File: config.mk
export PLATFORM = sky130hd
export DESIGN_NAME = wos_supervisor
export DESIGN_NICKNAME = d
export VERILOG_FILES = /design/src/core/wos_pkg.sv /design/src/core/wos_supervisor.sv
export SDC_FILE = /design/constraint.sdc
export NUM_CORES = 1
export LEC_CHECK = 0
export ABC_AREA = 1
export BUFFER_PORTS_ARGS = -buffer_cell sky130_fd_sc_hd__buf_4
export CAP_MARGIN = 20
export CORE_ASPECT_RATIO = 0.9
export CORE_UTILIZATION = 49
export DETAILED_ROUTE_END_ITERATION = 8
export HOLD_SLACK_MARGIN = 0.12
export PLACE_DENSITY = 0.77
export SYNTH_ARGS = -nofsm -noshare
export SYNTH_HDL_FRONTEND = slang
export SYNTH_SLANG_ARGS = --single-unit
File: constraint.sdc
create_clock -name aclk -period 3.98 [get_ports aclk]
set_input_delay 0.398 -clock aclk [delete_from_list [all_inputs] [get_ports aclk]]
set_output_delay 0.398 -clock aclk [all_outputs]
set_load 0.05 [all_outputs]
File: src/core/wos_pkg.sv
// Constants, field layouts and types of the watchdog overflow supervisor.
// Assumes one 125 MHz system clock that is also the high-frequency count base.
package wos_pkg;

  // Bus geometry
  localparam int AXI_ADDR_W = 8;
  localparam int AXI_DATA_W = 32;

  // Register indices as printed; byte address is four times the index
  localparam logic [7:0] IDX_CONTROL_A = 8'h34;
  localparam logic [7:0] IDX_COMMAND = 8'h35;
  localparam logic [7:0] IDX_STATUS = 8'h36;
  localparam logic [7:0] IDX_CLOCK_CFG = 8'h37;

  // Command codes of the command port
  localparam logic [7:0] CMD_CLEAR = 8'h4E;
  localparam logic [7:0] CMD_DISABLE = 8'hB1;
  localparam logic [7:0] CMD_TRAP_AREA = 8'hD2;

  // Control A field positions
  localparam int RUN_BIT_POS = 3;
  localparam int TIME_LSB = 1;
  localparam int ACTION_POS = 0;

  // AXI responses
  localparam logic [1:0] RESP_OKAY = 2'h0;
  localparam logic [1:0] RESP_SLVERR = 2'h2;

  // Overflow period exponents for selection 00; each step divides by four
  localparam int HF_EXP_SEL0 = 25;
  localparam int LF_EXP_SEL0 = 17;
  localparam int EXP_STEP = 2;
  // Two binary counter stages take the top two bits of the period
  localparam int BIN_STAGES = 2;
  localparam int DIV_W = HF_EXP_SEL0 - BIN_STAGES;

  // Internal reset request length: at most 24 high-frequency periods
  localparam int CLK_PERIOD_NS = 8;
  localparam int RESET_MAX_NS = 192;
  localparam int RESET_CYCLES = RESET_MAX_NS / CLK_PERIOD_NS;
  localparam int RST_CNT_W = 5;

  // Reset values of control A fields
  localparam logic RUN_BIT_RESET = 1'b1;
  localparam logic [1:0] TIME_RESET = 2'h0;
  localparam logic ACTION_RESET = 1'b1;

  // Overflow action selector encodings
  localparam logic ACTION_IRQ = 1'b0;
  localparam logic ACTION_RESET_REQ = 1'b1;

  // Software view of control A
  typedef struct packed {
    logic watchdog_run_bit;
    logic [1:0] detect_time_sel;
    logic overflow_action_sel;
  } wos_ctrl_t;

  // Read-only status word
  typedef struct packed {
    logic reset_req;
    logic [1:0] bin_count;
    logic active;
    logic watchdog_run_bit;
    logic [1:0] detect_time_sel;
    logic overflow_action_sel;
  } wos_status_t;

endpackage : wos_pkg

File: src/core/wos_supervisor.sv
// Watchdog overflow supervisor: prescale divider, two-stage binary counter,
// overflow action select, and an AXI4-Lite slave for its registers.
// Assumes all inputs are synchronous to aclk; low_freq_tick is a one-cycle
// enable at the low-frequency clock rate from the clock generator.
`timescale 1ns/1ns
module wos_supervisor
  import wos_pkg::*;
#(
  parameter int HF_EXP = HF_EXP_SEL0, // Period exponent for selection 00, fast clock
  parameter int LF_EXP = LF_EXP_SEL0 // Period exponent for selection 00, slow clock
) (
  input wire logic aclk, // System clock, high-frequency base
  input wire logic aresetn, // Synchronous reset, active low
  input wire logic [AXI_ADDR_W-1:0] awaddr, // Write address
  input wire logic [2:0] awprot, // Write protection, unused
  input wire logic awvalid, // Write address valid
  output logic awready, // Write address ready
  input wire logic [AXI_DATA_W-1:0] wdata, // Write data
  input wire logic [3:0] wstrb, // Write byte strobes
  input wire logic wvalid, // Write data valid
  output logic wready, // Write data ready
  output logic [1:0] bresp, // Write response
  output logic bvalid, // Write response valid
  input wire logic bready, // Write response ready
  input wire logic [AXI_ADDR_W-1:0] araddr, // Read address
  input wire logic [2:0] arprot, // Read protection, unused
  input wire logic arvalid, // Read address valid
  output logic arready, // Read address ready
  output logic [AXI_DATA_W-1:0] rdata, // Read data
  output logic [1:0] rresp, // Read response
  output logic rvalid, // Read data valid
  input wire logic rready, // Read data ready
  input wire logic low_freq_tick, // One pulse per low-frequency clock period
  input wire logic slow_mode, // CPU runs from the low-frequency clock
  input wire logic halt_mode, // Halt mode, oscillator warm-up included
  input wire logic idle_mode, // Idle mode
  input wire logic sleep_mode, // Sleep mode
  output logic watchdog_irq, // Overflow interrupt request, one-cycle pulse
  output logic watchdog_reset_req // Internal reset request, active high
);

  // Number of divider bits in front of the binary counter for a selection
  function automatic logic [4:0] div_bits(input logic [1:0] sel, input logic lf);
    int e;
    e = (lf ? LF_EXP : HF_EXP) - EXP_STEP * int'(sel) - BIN_STAGES;
    return 5'(e);
  endfunction : div_bits

  // Byte address of a register index
  function automatic logic [AXI_ADDR_W-1:0] reg_addr(input logic [7:0] idx);
    return AXI_ADDR_W'({idx, 2'b00});
  endfunction : reg_addr

  wos_ctrl_t ctrl_q;
  logic active_q;
  logic low_src_q;
  logic [DIV_W-1:0] div_q;
  logic [BIN_STAGES-1:0] bin_q;
  logic [RST_CNT_W-1:0] rst_cnt_q;

  // Bus holding state
  logic aw_have_q;
  logic w_have_q;
  logic [AXI_ADDR_W-1:0] aw_addr_q;
  logic [AXI_DATA_W-1:0] w_data_q;
  logic [3:0] w_strb_q;
  logic awready_q;
  logic wready_q;
  logic bvalid_q;
  logic [1:0] bresp_q;
  logic arready_q;
  logic rvalid_q;
  logic [AXI_DATA_W-1:0] rdata_q;
  logic [1:0] rresp_q;
  logic irq_q;

  logic aw_fire;
  logic w_fire;
  logic wr_do;
  logic wr_lane0;
  logic wr_ctrl;
  logic wr_cmd;
  logic wr_cfg;
  logic wr_hit;
  logic [7:0] wr_byte;
  logic cmd_clear;
  logic cmd_disable;
  logic paused;
  logic base_tick;
  logic [DIV_W-1:0] tap_mask;
  logic carry;
  logic overflow;

  // Handshakes and write decode; only byte lane 0 carries register data
  assign aw_fire = awvalid && awready_q;
  assign w_fire = wvalid && wready_q;
  assign wr_do = aw_have_q && w_have_q && !bvalid_q;
  assign wr_lane0 = w_strb_q[0];
  assign wr_byte = w_data_q[7:0];
  assign wr_ctrl = wr_do && wr_lane0 && (aw_addr_q == reg_addr(IDX_CONTROL_A));
  assign wr_cmd = wr_do && wr_lane0 && (aw_addr_q == reg_addr(IDX_COMMAND));
  assign wr_cfg = wr_do && wr_lane0 && (aw_addr_q == reg_addr(IDX_CLOCK_CFG));
  assign wr_hit = (aw_addr_q == reg_addr(IDX_CONTROL_A)) ||
                  (aw_addr_q == reg_addr(IDX_COMMAND)) ||
                  (aw_addr_q == reg_addr(IDX_CLOCK_CFG));

  // Command decode; D2 is accepted but the trap logic lives elsewhere
  assign cmd_clear = wr_cmd && (wr_byte == CMD_CLEAR);
  assign cmd_disable = wr_cmd && (wr_byte == CMD_DISABLE) &&
                       !ctrl_q.watchdog_run_bit;

  // Count base: fast clock every cycle, slow clock on its tick
  assign paused = halt_mode || idle_mode || sleep_mode;
  assign base_tick = (low_src_q || slow_mode) ? low_freq_tick : 1'b1;
  assign tap_mask = (DIV_W'(1) << div_bits(ctrl_q.detect_time_sel,
                    low_src_q || slow_mode)) - DIV_W'(1);
  assign carry = active_q && !paused && base_tick &&
                 ((div_q & tap_mask) == tap_mask);
  assign overflow = carry && (bin_q == {BIN_STAGES{1'b1}}) && !cmd_clear;

  // Write address channel: take one address, hold it until the response
  always_ff @(posedge aclk) begin
    if (!aresetn) begin
      aw_have_q <= 1'b0;
      aw_addr_q <= '0;
      awready_q <= 1'b0;
    end else begin
      awready_q <= awvalid && !awready_q && !aw_have_q && !bvalid_q;
      if (aw_fire) begin
        aw_have_q <= 1'b1;
        aw_addr_q <= awaddr;
      end else if (wr_do) begin
        aw_have_q <= 1'b0;
      end
    end
  end

  // Write data channel, independent of the address so either may come first
  always_ff @(posedge aclk) begin
    if (!aresetn) begin
      w_have_q <= 1'b0;
      w_data_q <= '0;
      w_strb_q <= '0;
      wready_q <= 1'b0;
    end else begin
      wready_q <= wvalid && !wready_q && !w_have_q && !bvalid_q;
      if (w_fire) begin
        w_have_q <= 1'b1;
        w_data_q <= wdata;
        w_strb_q <= wstrb;
      end else if (wr_do) begin
        w_have_q <= 1'b0;
      end
    end
  end

  // Write response once both halves are in; unmapped addresses get an error
  always_ff @(posedge aclk) begin
    if (!aresetn) begin
      bvalid_q <= 1'b0;
      bresp_q <= RESP_OKAY;
    end else if (wr_do) begin
      bvalid_q <= 1'b1;
      bresp_q <= wr_hit ? RESP_OKAY : RESP_SLVERR;
    end else if (bvalid_q && bready) begin
      bvalid_q <= 1'b0;
    end
  end

  // Read channel; control A and command port are write-only and read as zero
  always_ff @(posedge aclk) begin
    if (!aresetn) begin
      arready_q <= 1'b0;
      rvalid_q <= 1'b0;
      rdata_q <= '0;
      rresp_q <= RESP_OKAY;
    end else begin
      arready_q <= arvalid && !arready_q && !rvalid_q;
      if (arvalid && arready_q) begin
        rvalid_q <= 1'b1;
        rresp_q <= RESP_OKAY;
        rdata_q <= '0;
        if (araddr == reg_addr(IDX_STATUS)) begin
          rdata_q <= AXI_DATA_W'(wos_status_t'{
            reset_req: rst_cnt_q != '0,
            bin_count: bin_q,
            active: active_q,
            watchdog_run_bit: ctrl_q.watchdog_run_bit,
            detect_time_sel: ctrl_q.detect_time_sel,
            overflow_action_sel: ctrl_q.overflow_action_sel});
        end else if (araddr == reg_addr(IDX_CLOCK_CFG)) begin
          rdata_q <= AXI_DATA_W'(low_src_q);
        end else if (araddr != reg_addr(IDX_CONTROL_A) &&
                     araddr != reg_addr(IDX_COMMAND)) begin
          rresp_q <= RESP_SLVERR;
        end
      end else if (rvalid_q && rready) begin
        rvalid_q <= 1'b0;
      end
    end
  end

  // Control A fields; the action selector can only ever fall
  always_ff @(posedge aclk) begin
    if (!aresetn) begin
      ctrl_q.watchdog_run_bit <= RUN_BIT_RESET;
      ctrl_q.detect_time_sel <= TIME_RESET;
      ctrl_q.overflow_action_sel <= ACTION_RESET;
    end else if (wr_ctrl) begin
      ctrl_q.watchdog_run_bit <= wr_byte[RUN_BIT_POS];
      ctrl_q.detect_time_sel <= wr_byte[TIME_LSB +: 2];
      ctrl_q.overflow_action_sel <= ctrl_q.overflow_action_sel &
                                    wr_byte[ACTION_POS];
    end
  end

  // Clock source select, software owned
  always_ff @(posedge aclk) begin
    if (!aresetn) begin
      low_src_q <= 1'b0;
    end else if (wr_cfg) begin
      low_src_q <= wr_byte[0];
    end
  end

  // Running state: starts at reset; run bit 0 alone leaves it running
  always_ff @(posedge aclk) begin
    if (!aresetn) begin
      active_q <= 1'b1;
    end else if (cmd_disable) begin
      active_q <= 1'b0;
    end else if (wr_ctrl && wr_byte[RUN_BIT_POS]) begin
      active_q <= 1'b1;
    end
  end

  // Prescale divider; a clear code does not touch it, so the next overflow
  // can come as early as three quarters of the selected period
  always_ff @(posedge aclk) begin
    if (!aresetn) begin
      div_q <= '0;
    end else if (!active_q) begin
      div_q <= '0;
    end else if (!paused && base_tick) begin
      div_q <= div_q + DIV_W'(1);
    end
  end

  // Two-stage binary counter; clear wins over a carry in the same cycle
  always_ff @(posedge aclk) begin
    if (!aresetn) begin
      bin_q <= '0;
    end else if (!active_q || cmd_clear) begin
      bin_q <= '0;
    end else if (carry) begin
      bin_q <= bin_q + BIN_STAGES'(1);
    end
  end

  // Interrupt pulse on overflow in interrupt mode; also a periodic tick
  always_ff @(posedge aclk) begin
    if (!aresetn) begin
      irq_q <= 1'b0;
    end else begin
      irq_q <= overflow && (ctrl_q.overflow_action_sel == ACTION_IRQ);
    end
  end

  // Reset request stretched to a fixed length no longer than allowed
  always_ff @(posedge aclk) begin
    if (!aresetn) begin
      rst_cnt_q <= '0;
    end else if (overflow && (ctrl_q.overflow_action_sel == ACTION_RESET_REQ)) begin
      rst_cnt_q <= RST_CNT_W'(RESET_CYCLES);
    end else if (rst_cnt_q != '0) begin
      rst_cnt_q <= rst_cnt_q - RST_CNT_W'(1);
    end
  end

  // Request output registered so it never glitches
  always_ff @(posedge aclk) begin
    if (!aresetn) begin
      watchdog_reset_req <= 1'b0;
    end else begin
      watchdog_reset_req <= (rst_cnt_q > RST_CNT_W'(1)) ||
        (overflow && (ctrl_q.overflow_action_sel == ACTION_RESET_REQ));
    end
  end

  // Port drive, all from flip-flops
  assign awready = awready_q;
  assign wready = wready_q;
  assign bvalid = bvalid_q;
  assign bresp = bresp_q;
  assign arready = arready_q;
  assign rvalid = rvalid_q;
  assign rdata = rdata_q;
  assign rresp = rresp_q;
  assign watchdog_irq = irq_q;

endmodule : wos_supervisor

; ---- After elaboration in Yosys (flattened, before gate mapping)
; Index checks and enable logic that the tools add are counted.
[word_totals]
ff_bits = 98
in_bits = 70
output_inout_bits = 43
word_cells = 126
[op_classes]
add_sub_neg = 6
order_cmp = 1
eq_ne = 11
n_shift = 1
muxes = 19
bitwise_logic = 4
reduce_logical = 60
[op_table]
columns = operator, count
row1 = $eq 8x8->1 const B, 6
row2 = $logic_and 1x1->1, 32
row3 = $add 23x1->23 const B, 1
row4 = $and 23x23->23, 1
row5 = $eq 23x23->1, 1
row6 = $shl 1x5->23 const A, 1
row7 = $sub 23x2->23 const B, 1
row8 = $ne 8x8->1 const B, 2
row9 = $reduce_bool 2->1, 6
row10 = $logic_not 1->1, 11
row11 = $mux 1, 11
row12 = $mux 5, 2
row13 = $eq 8x7->1 const B, 1
row14 = $mux 2, 4
row15 = $mux 8, 1
row16 = $logic_or 1x1->1, 7
row17 = $gt 5x1->1 const B, 1
row18 = $reduce_bool 5->1, 1
row19 = $sub 5x1->5 const B, 1
row20 = $sub 5x3->5, 1
row21 = $sub 5x3->5 const B, 1
row22 = $mux 4, 1
row23 = $reduce_or 2->1, 2
row24 = $add 2x1->2 const B, 1
row25 = 4 further kinds, 5

; ---- Longest topological paths before layout
[logic_depth]
depth_word = 13
depth_mapped = 15
depth_no_buf = 15

; ---- Worst setup path after synthesis
; No wires, ideal clock.
[synth_path]
kind = reg-to-reg
from = reg ctrl_q[2] (netlist bit)
to = reg rst_cnt_q[1]
setup_ns = 0.117
arrival_ns = 1.788
required_ns = 3.863
slack_ns = 2.074
stages_incl_launch_ff = 16
synth_period_minus_slack_ns = 1.906
cell_sequence = dfxtp_1 -> nand2_1 -> inv_2 -> nand2_2 -> ha_1 -> clkbuf_1 -> nand2_1 -> nand2_1 -> nor2_1 -> nand2_1 -> nor2_1 -> nand3_2 -> nor2_4 -> nand4_4 -> nand2_2 -> nor2_1
[synth_via]
elab_chain_len = 11
[synth_rtl]
columns = item, line
row1 = start: declaration, wos_supervisor.sv:54  ; wos_ctrl_t ctrl_q;
row2 = $sub 5x3->5 (*) (2 in a row), wos_supervisor.sv:45  ; e = (lf ? LF_EXP : HF_EXP) - EXP_STEP * int'(sel) - BIN_STAGES;
row3 = $shl 1x5->23 (*), wos_supervisor.sv:115  ; assign tap_mask = (DIV_W'(1) << div_bits(ctrl_q.detect_time_sel,
row4 = $sub 23x2->23 (*), wos_supervisor.sv:116  ; low_src_q || slow_mode)) - DIV_W'(1);
row5 = $and 23x23->23, wos_supervisor.sv:118  ; ((div_q & tap_mask) == tap_mask);
row6 = $eq 23x23->1 (*), wos_supervisor.sv:118
row7 = $logic_and 1x1->1 (*), wos_supervisor.sv:117  ; assign carry = active_q && !paused && base_tick &&
row8 = $logic_and 1x1->1 (*) (2 in a row), wos_supervisor.sv:119  ; assign overflow = carry && (bin_q == {BIN_STAGES{1'b1}}) && !cmd_clear;
row9 = $logic_and 1x1->1 (*), wos_supervisor.sv:273  ; end else if (overflow && (ctrl_q.overflow_action_sel == ACTION_RESET_REQ)) begin
row10 = $reduce_or 2->1 (no line) (*), n/a
row11 = end signal: assignment, wos_supervisor.sv:274  ; rst_cnt_q <= RST_CNT_W'(RESET_CYCLES);
row12 = end signal: assignment, wos_supervisor.sv:276  ; rst_cnt_q <= rst_cnt_q - RST_CNT_W'(1);
row13 = end: declaration, wos_supervisor.sv:59  ; logic [RST_CNT_W-1:0] rst_cnt_q;
; Mark *: on every way between the ends. The rest lies on a longest branch, timed or not.
; A chain may end at the register's enable or synchronous reset.

; ---- Worst setup path after layout
[layout_path]
from = reg ctrl_q[2] (netlist bit)
to = reg rst_cnt_q[2]
; The elaborated chain is that of the path after synthesis.

==> impl_metrics.csv <==
group,metric,value,unit
status,status,"completed",
worst_setup_path,critPathCaptureType,"flop",
finish,syn_to_final_growth,15.78,%
logic_synthesis,synth_edf_count,0,
detailed_routing,vias,3435,
place,place_inst,658,
timing,final.setup_skew,0.006671,ns
logic_synthesis,syn-cell-area,3744,sq um
logic_synthesis,muxShareOfSynthArea,0.3008,%
detailed_routing,drc,0,
worst_setup_path,startpoint_type,"flop",
die,coreArea,7221,sq um
die,die_height,84.92,um
logic_synthesis,synthXorXnorAreaFrac,1.404,%
finish,multiInputGateArea,1882,sq um
detailed_routing,dr.pass1.iters,6,
timing,tightest_slew,0.5823,ns
finish,seq_area,1441,sq um
detailed_routing,vias_per_cell,5.096,
worst_setup_path,worstPathArrival,2.37,ns
logic_synthesis,synth_cells,524,
logic_synthesis,synth_cell_types,41,
grt,overflow,0,
finish,fin_nets,653,
worst_setup_path,crit_required,4.24,ns
timing,setup_viol,0,
die,start_util,51.85,%
finish,fin_area,4334,sq um
cts,cts_sinks,72,
run,cap_violations,0,
die,rows,29,
logic_synthesis,synth-seq-area-share,38.50,%
cts,cts-root-buf,"clkbuf_8",
logic_synthesis,yosys.area_share.simple,30.45,%
worst_setup_path,crit_fanout,8,
finish,fin_cells,674,
timing,finalCriticalPeriod,2.111,ns
place,numPortBuffers,53,
logic_synthesis,synth_top_area_share,38.50,%
worst_setup_path,crit_family,"simple AND/OR/NAND/NOR gates",
logic_synthesis,synth_commonest_cells,"89 x nand2_1, 72 x dfxtp_1, 64 x inv_1",
place,place_congestion,0.8411,
detailed_routing,drt_iter0_markers,191,
worst_setup_path,path_common_cell,"nand2_1",
logic_synthesis,synthAdderAreaFrac,2.340,%
pwr,power_density,414.7,nW/um^2
pwr,ir_worst_vdd,238.6,uV
pwr,p_leak,1.901,nW
cts,cts_made_buffers,9,
logic_synthesis,synth_top_flop_cell,"dfxtp_1",
timing,slew_violations,0,
place,post-place-ws,1.842,ns
logic_synthesis,synth_most_common_cell,"nand2_1",
detailed_routing,route.antenna.remaining_nets,0,
cts,clkTransAtPathRegs,0.08,ns
cts,cts_hold_buf,0,
worst_setup_path,critPathMaxStageDelay,0.48,ns
cts,htree_levels,3,
die,ios,113,
pwr,total_power,1.798,mW
worst_hold_path,min_path_type,"in -> reg",
cts,post-cts-setup-buffers,0,
cts,ctsResizeCount,0,
logic_synthesis,synth-compound-area-share,13.17,%
timing,setup_tns,0,ns
finish,fin_util,60.02,%
finish,fill_cells,659,
logic_synthesis,yosys_warnings,0,
worst_setup_path,path_cells,"nand2_1 -> inv_2 -> nand2_2 -> ha_1 -> nand2_1 -> nand2_1 -> nor2_1 -> nand2_1 -> nor2_1 -> nand3_2 -> nor2_4 -> nand4_4 -> nand2_2 -> nor2_1",
logic_synthesis,synth_top_family_by_area,"simple AND/OR/NAND/NOR gates",
grt,grt_max_degree,33,
detailed_routing,post_drt_wl_per_cell,11.76,um
timing,fin_hold_ws,0.2815,ns
die,die_area,7994,sq um
logic_synthesis,async_flop_share,0,%
cts,clock_latency,0.35,ns
finish,diodes,0,
worst_setup_path,critPathKind,"reg -> reg",
place,hpwl,5.981,mm
logic_synthesis,ys_top_cells_by_area,"dfxtp_1 39%, nand2_1 8.9%, inv_1 6.4%, a21oi_1 6.1%, nor2_1 5.7%",
timing,slew-limit-headroom,61.09,%
timing,period_share,53.04,%
timing,rsz0062_at_grt,"false",
cts,cts_tree,"yes",
grt,antenna_found_initial,0,
grt,grt_pass1_vias,3165,
worst_setup_path,path_buf_inv,1,
logic_synthesis,synth_seq_cells,72,
detailed_routing,drt-total-wl,7.927,mm
worst_setup_path,cp_slowest_cell,"dfxtp_1",
die,die_x,94.14,um
logic_synthesis,post-synth-top-area-cell,"dfxtp_1",
cts,clk_path_buf_depth,2,
timing,fmax,0.4737,GHz
place,placed_area,4108,sq um
grt,grt_pass1_wl,13.87,mm
timing,hold_violations,0,
finish,drive_above_1_share,18.07,%
timing,fin_ws,1.869,ns
grt,grt_usage,21.80,%
logic_synthesis,postSynthAreaPerCell,7.144,sq um
[tightest hold or removal path: cells and delay by family]
kind	cells	cell delay [ns]
and+or+nand+nor	2	0.08
buffers and inverters	1	0.11
[final cells by class]
cell class	count	share of cell area (%)
Clock inverter	7	2.367
Clock buffer	9	2.858
Sequential cell	72	33.26
Timing Repair Buffer	53	9.180
Multi-Input combinational cell	368	43.42
Inverter	72	6.236
Tap cell	93	2.685
[power breakdown]
part	leakage (nW)	switching, mW	internal, mW	total (mW)
logic	1.21	0.231	0.121	0.351
clock network	0.110	0.295	0.359	0.654
registers	0.584	0.0303	0.762	0.792
total	1.90	0.556	1.24	1.80
[sequential cells by signal, indices dropped and copies added (netlist names), 2 cells and up]
signal,cells
aw_addr_q,8
ctrl_q,4
rst_cnt_q,5
bin_q,2
rdata,8
w_data_q,8
div_q,23
[cell families (layout without fill, tap and decap cells)]
| family | after synthesis | after routing |
|---|---|---|
| XOR/XNOR | 6 | 6 |
| AO/OA/AOI/OAI | 91 | 91 |
| multiplexers | 1 | 1 |
| flip-flops | 72 | 72 |
| buffers and inverters | 109 | 141 |
| AND/OR/NAND/NOR | 237 | 237 |
| other | 1 | 26 |
| adder cells (fa/ha/maj) | 7 | 7 |
[cells in the final DEF, fill, tap and decap left out, types with 2 or more instances in the layout]
cell / n
a211oi_1: 3
a21oi_1: 46
a21oi_2: 3
buf_4: 53
bufinv_16: 2
clkbuf_8: 9
clkinv_4: 2
conb_1: 26
dfxtp_1: 72
ha_1: 7
inv_1: 64
inv_2: 7
inv_6: 2
nand2_1: 89
nand2_2: 6
nand3_1: 39
nand3_2: 2
nand3b_1: 2
nand4_1: 6
nor2_1: 57
nor2_2: 5
nor2_4: 2
nor3_1: 13
nor3_2: 5
nor3b_1: 2
nor4_1: 3
o21a_1: 2
o21ai_0: 26
o21ai_1: 6
o31ai_1: 2
xor2_1: 6
[per-layer routing]
metal	part of all wire, %	wire length [um]	GRT usage (%)
met3	6.3	500	5.466
met4	0.88	70	6.434
met2	48	3784	35.90
met5	0	0	0
met1	45	3572	28.13
[final timing paths]
kind | endpoint | start | slack [ns] | depth (start not counted)
worst min register to register | aw_addr_q[6]$_SDFFE_PN0P_ | aw_addr_q[6]$_SDFFE_PN0P_ | 0.46 | 2
worst min-delay path | awready$_SDFF_PN0_ | awvalid | 0.28 | 3
worst max register to register | rst_cnt_q[2]$_SDFFE_PP0P_ | ctrl_q[2]$_SDFFE_PN0P_ | 1.87 | 14
worst max-delay path | rst_cnt_q[2]$_SDFFE_PP0P_ | ctrl_q[2]$_SDFFE_PN0P_ | 1.87 | 14
(Power assumes the default switching activity.)
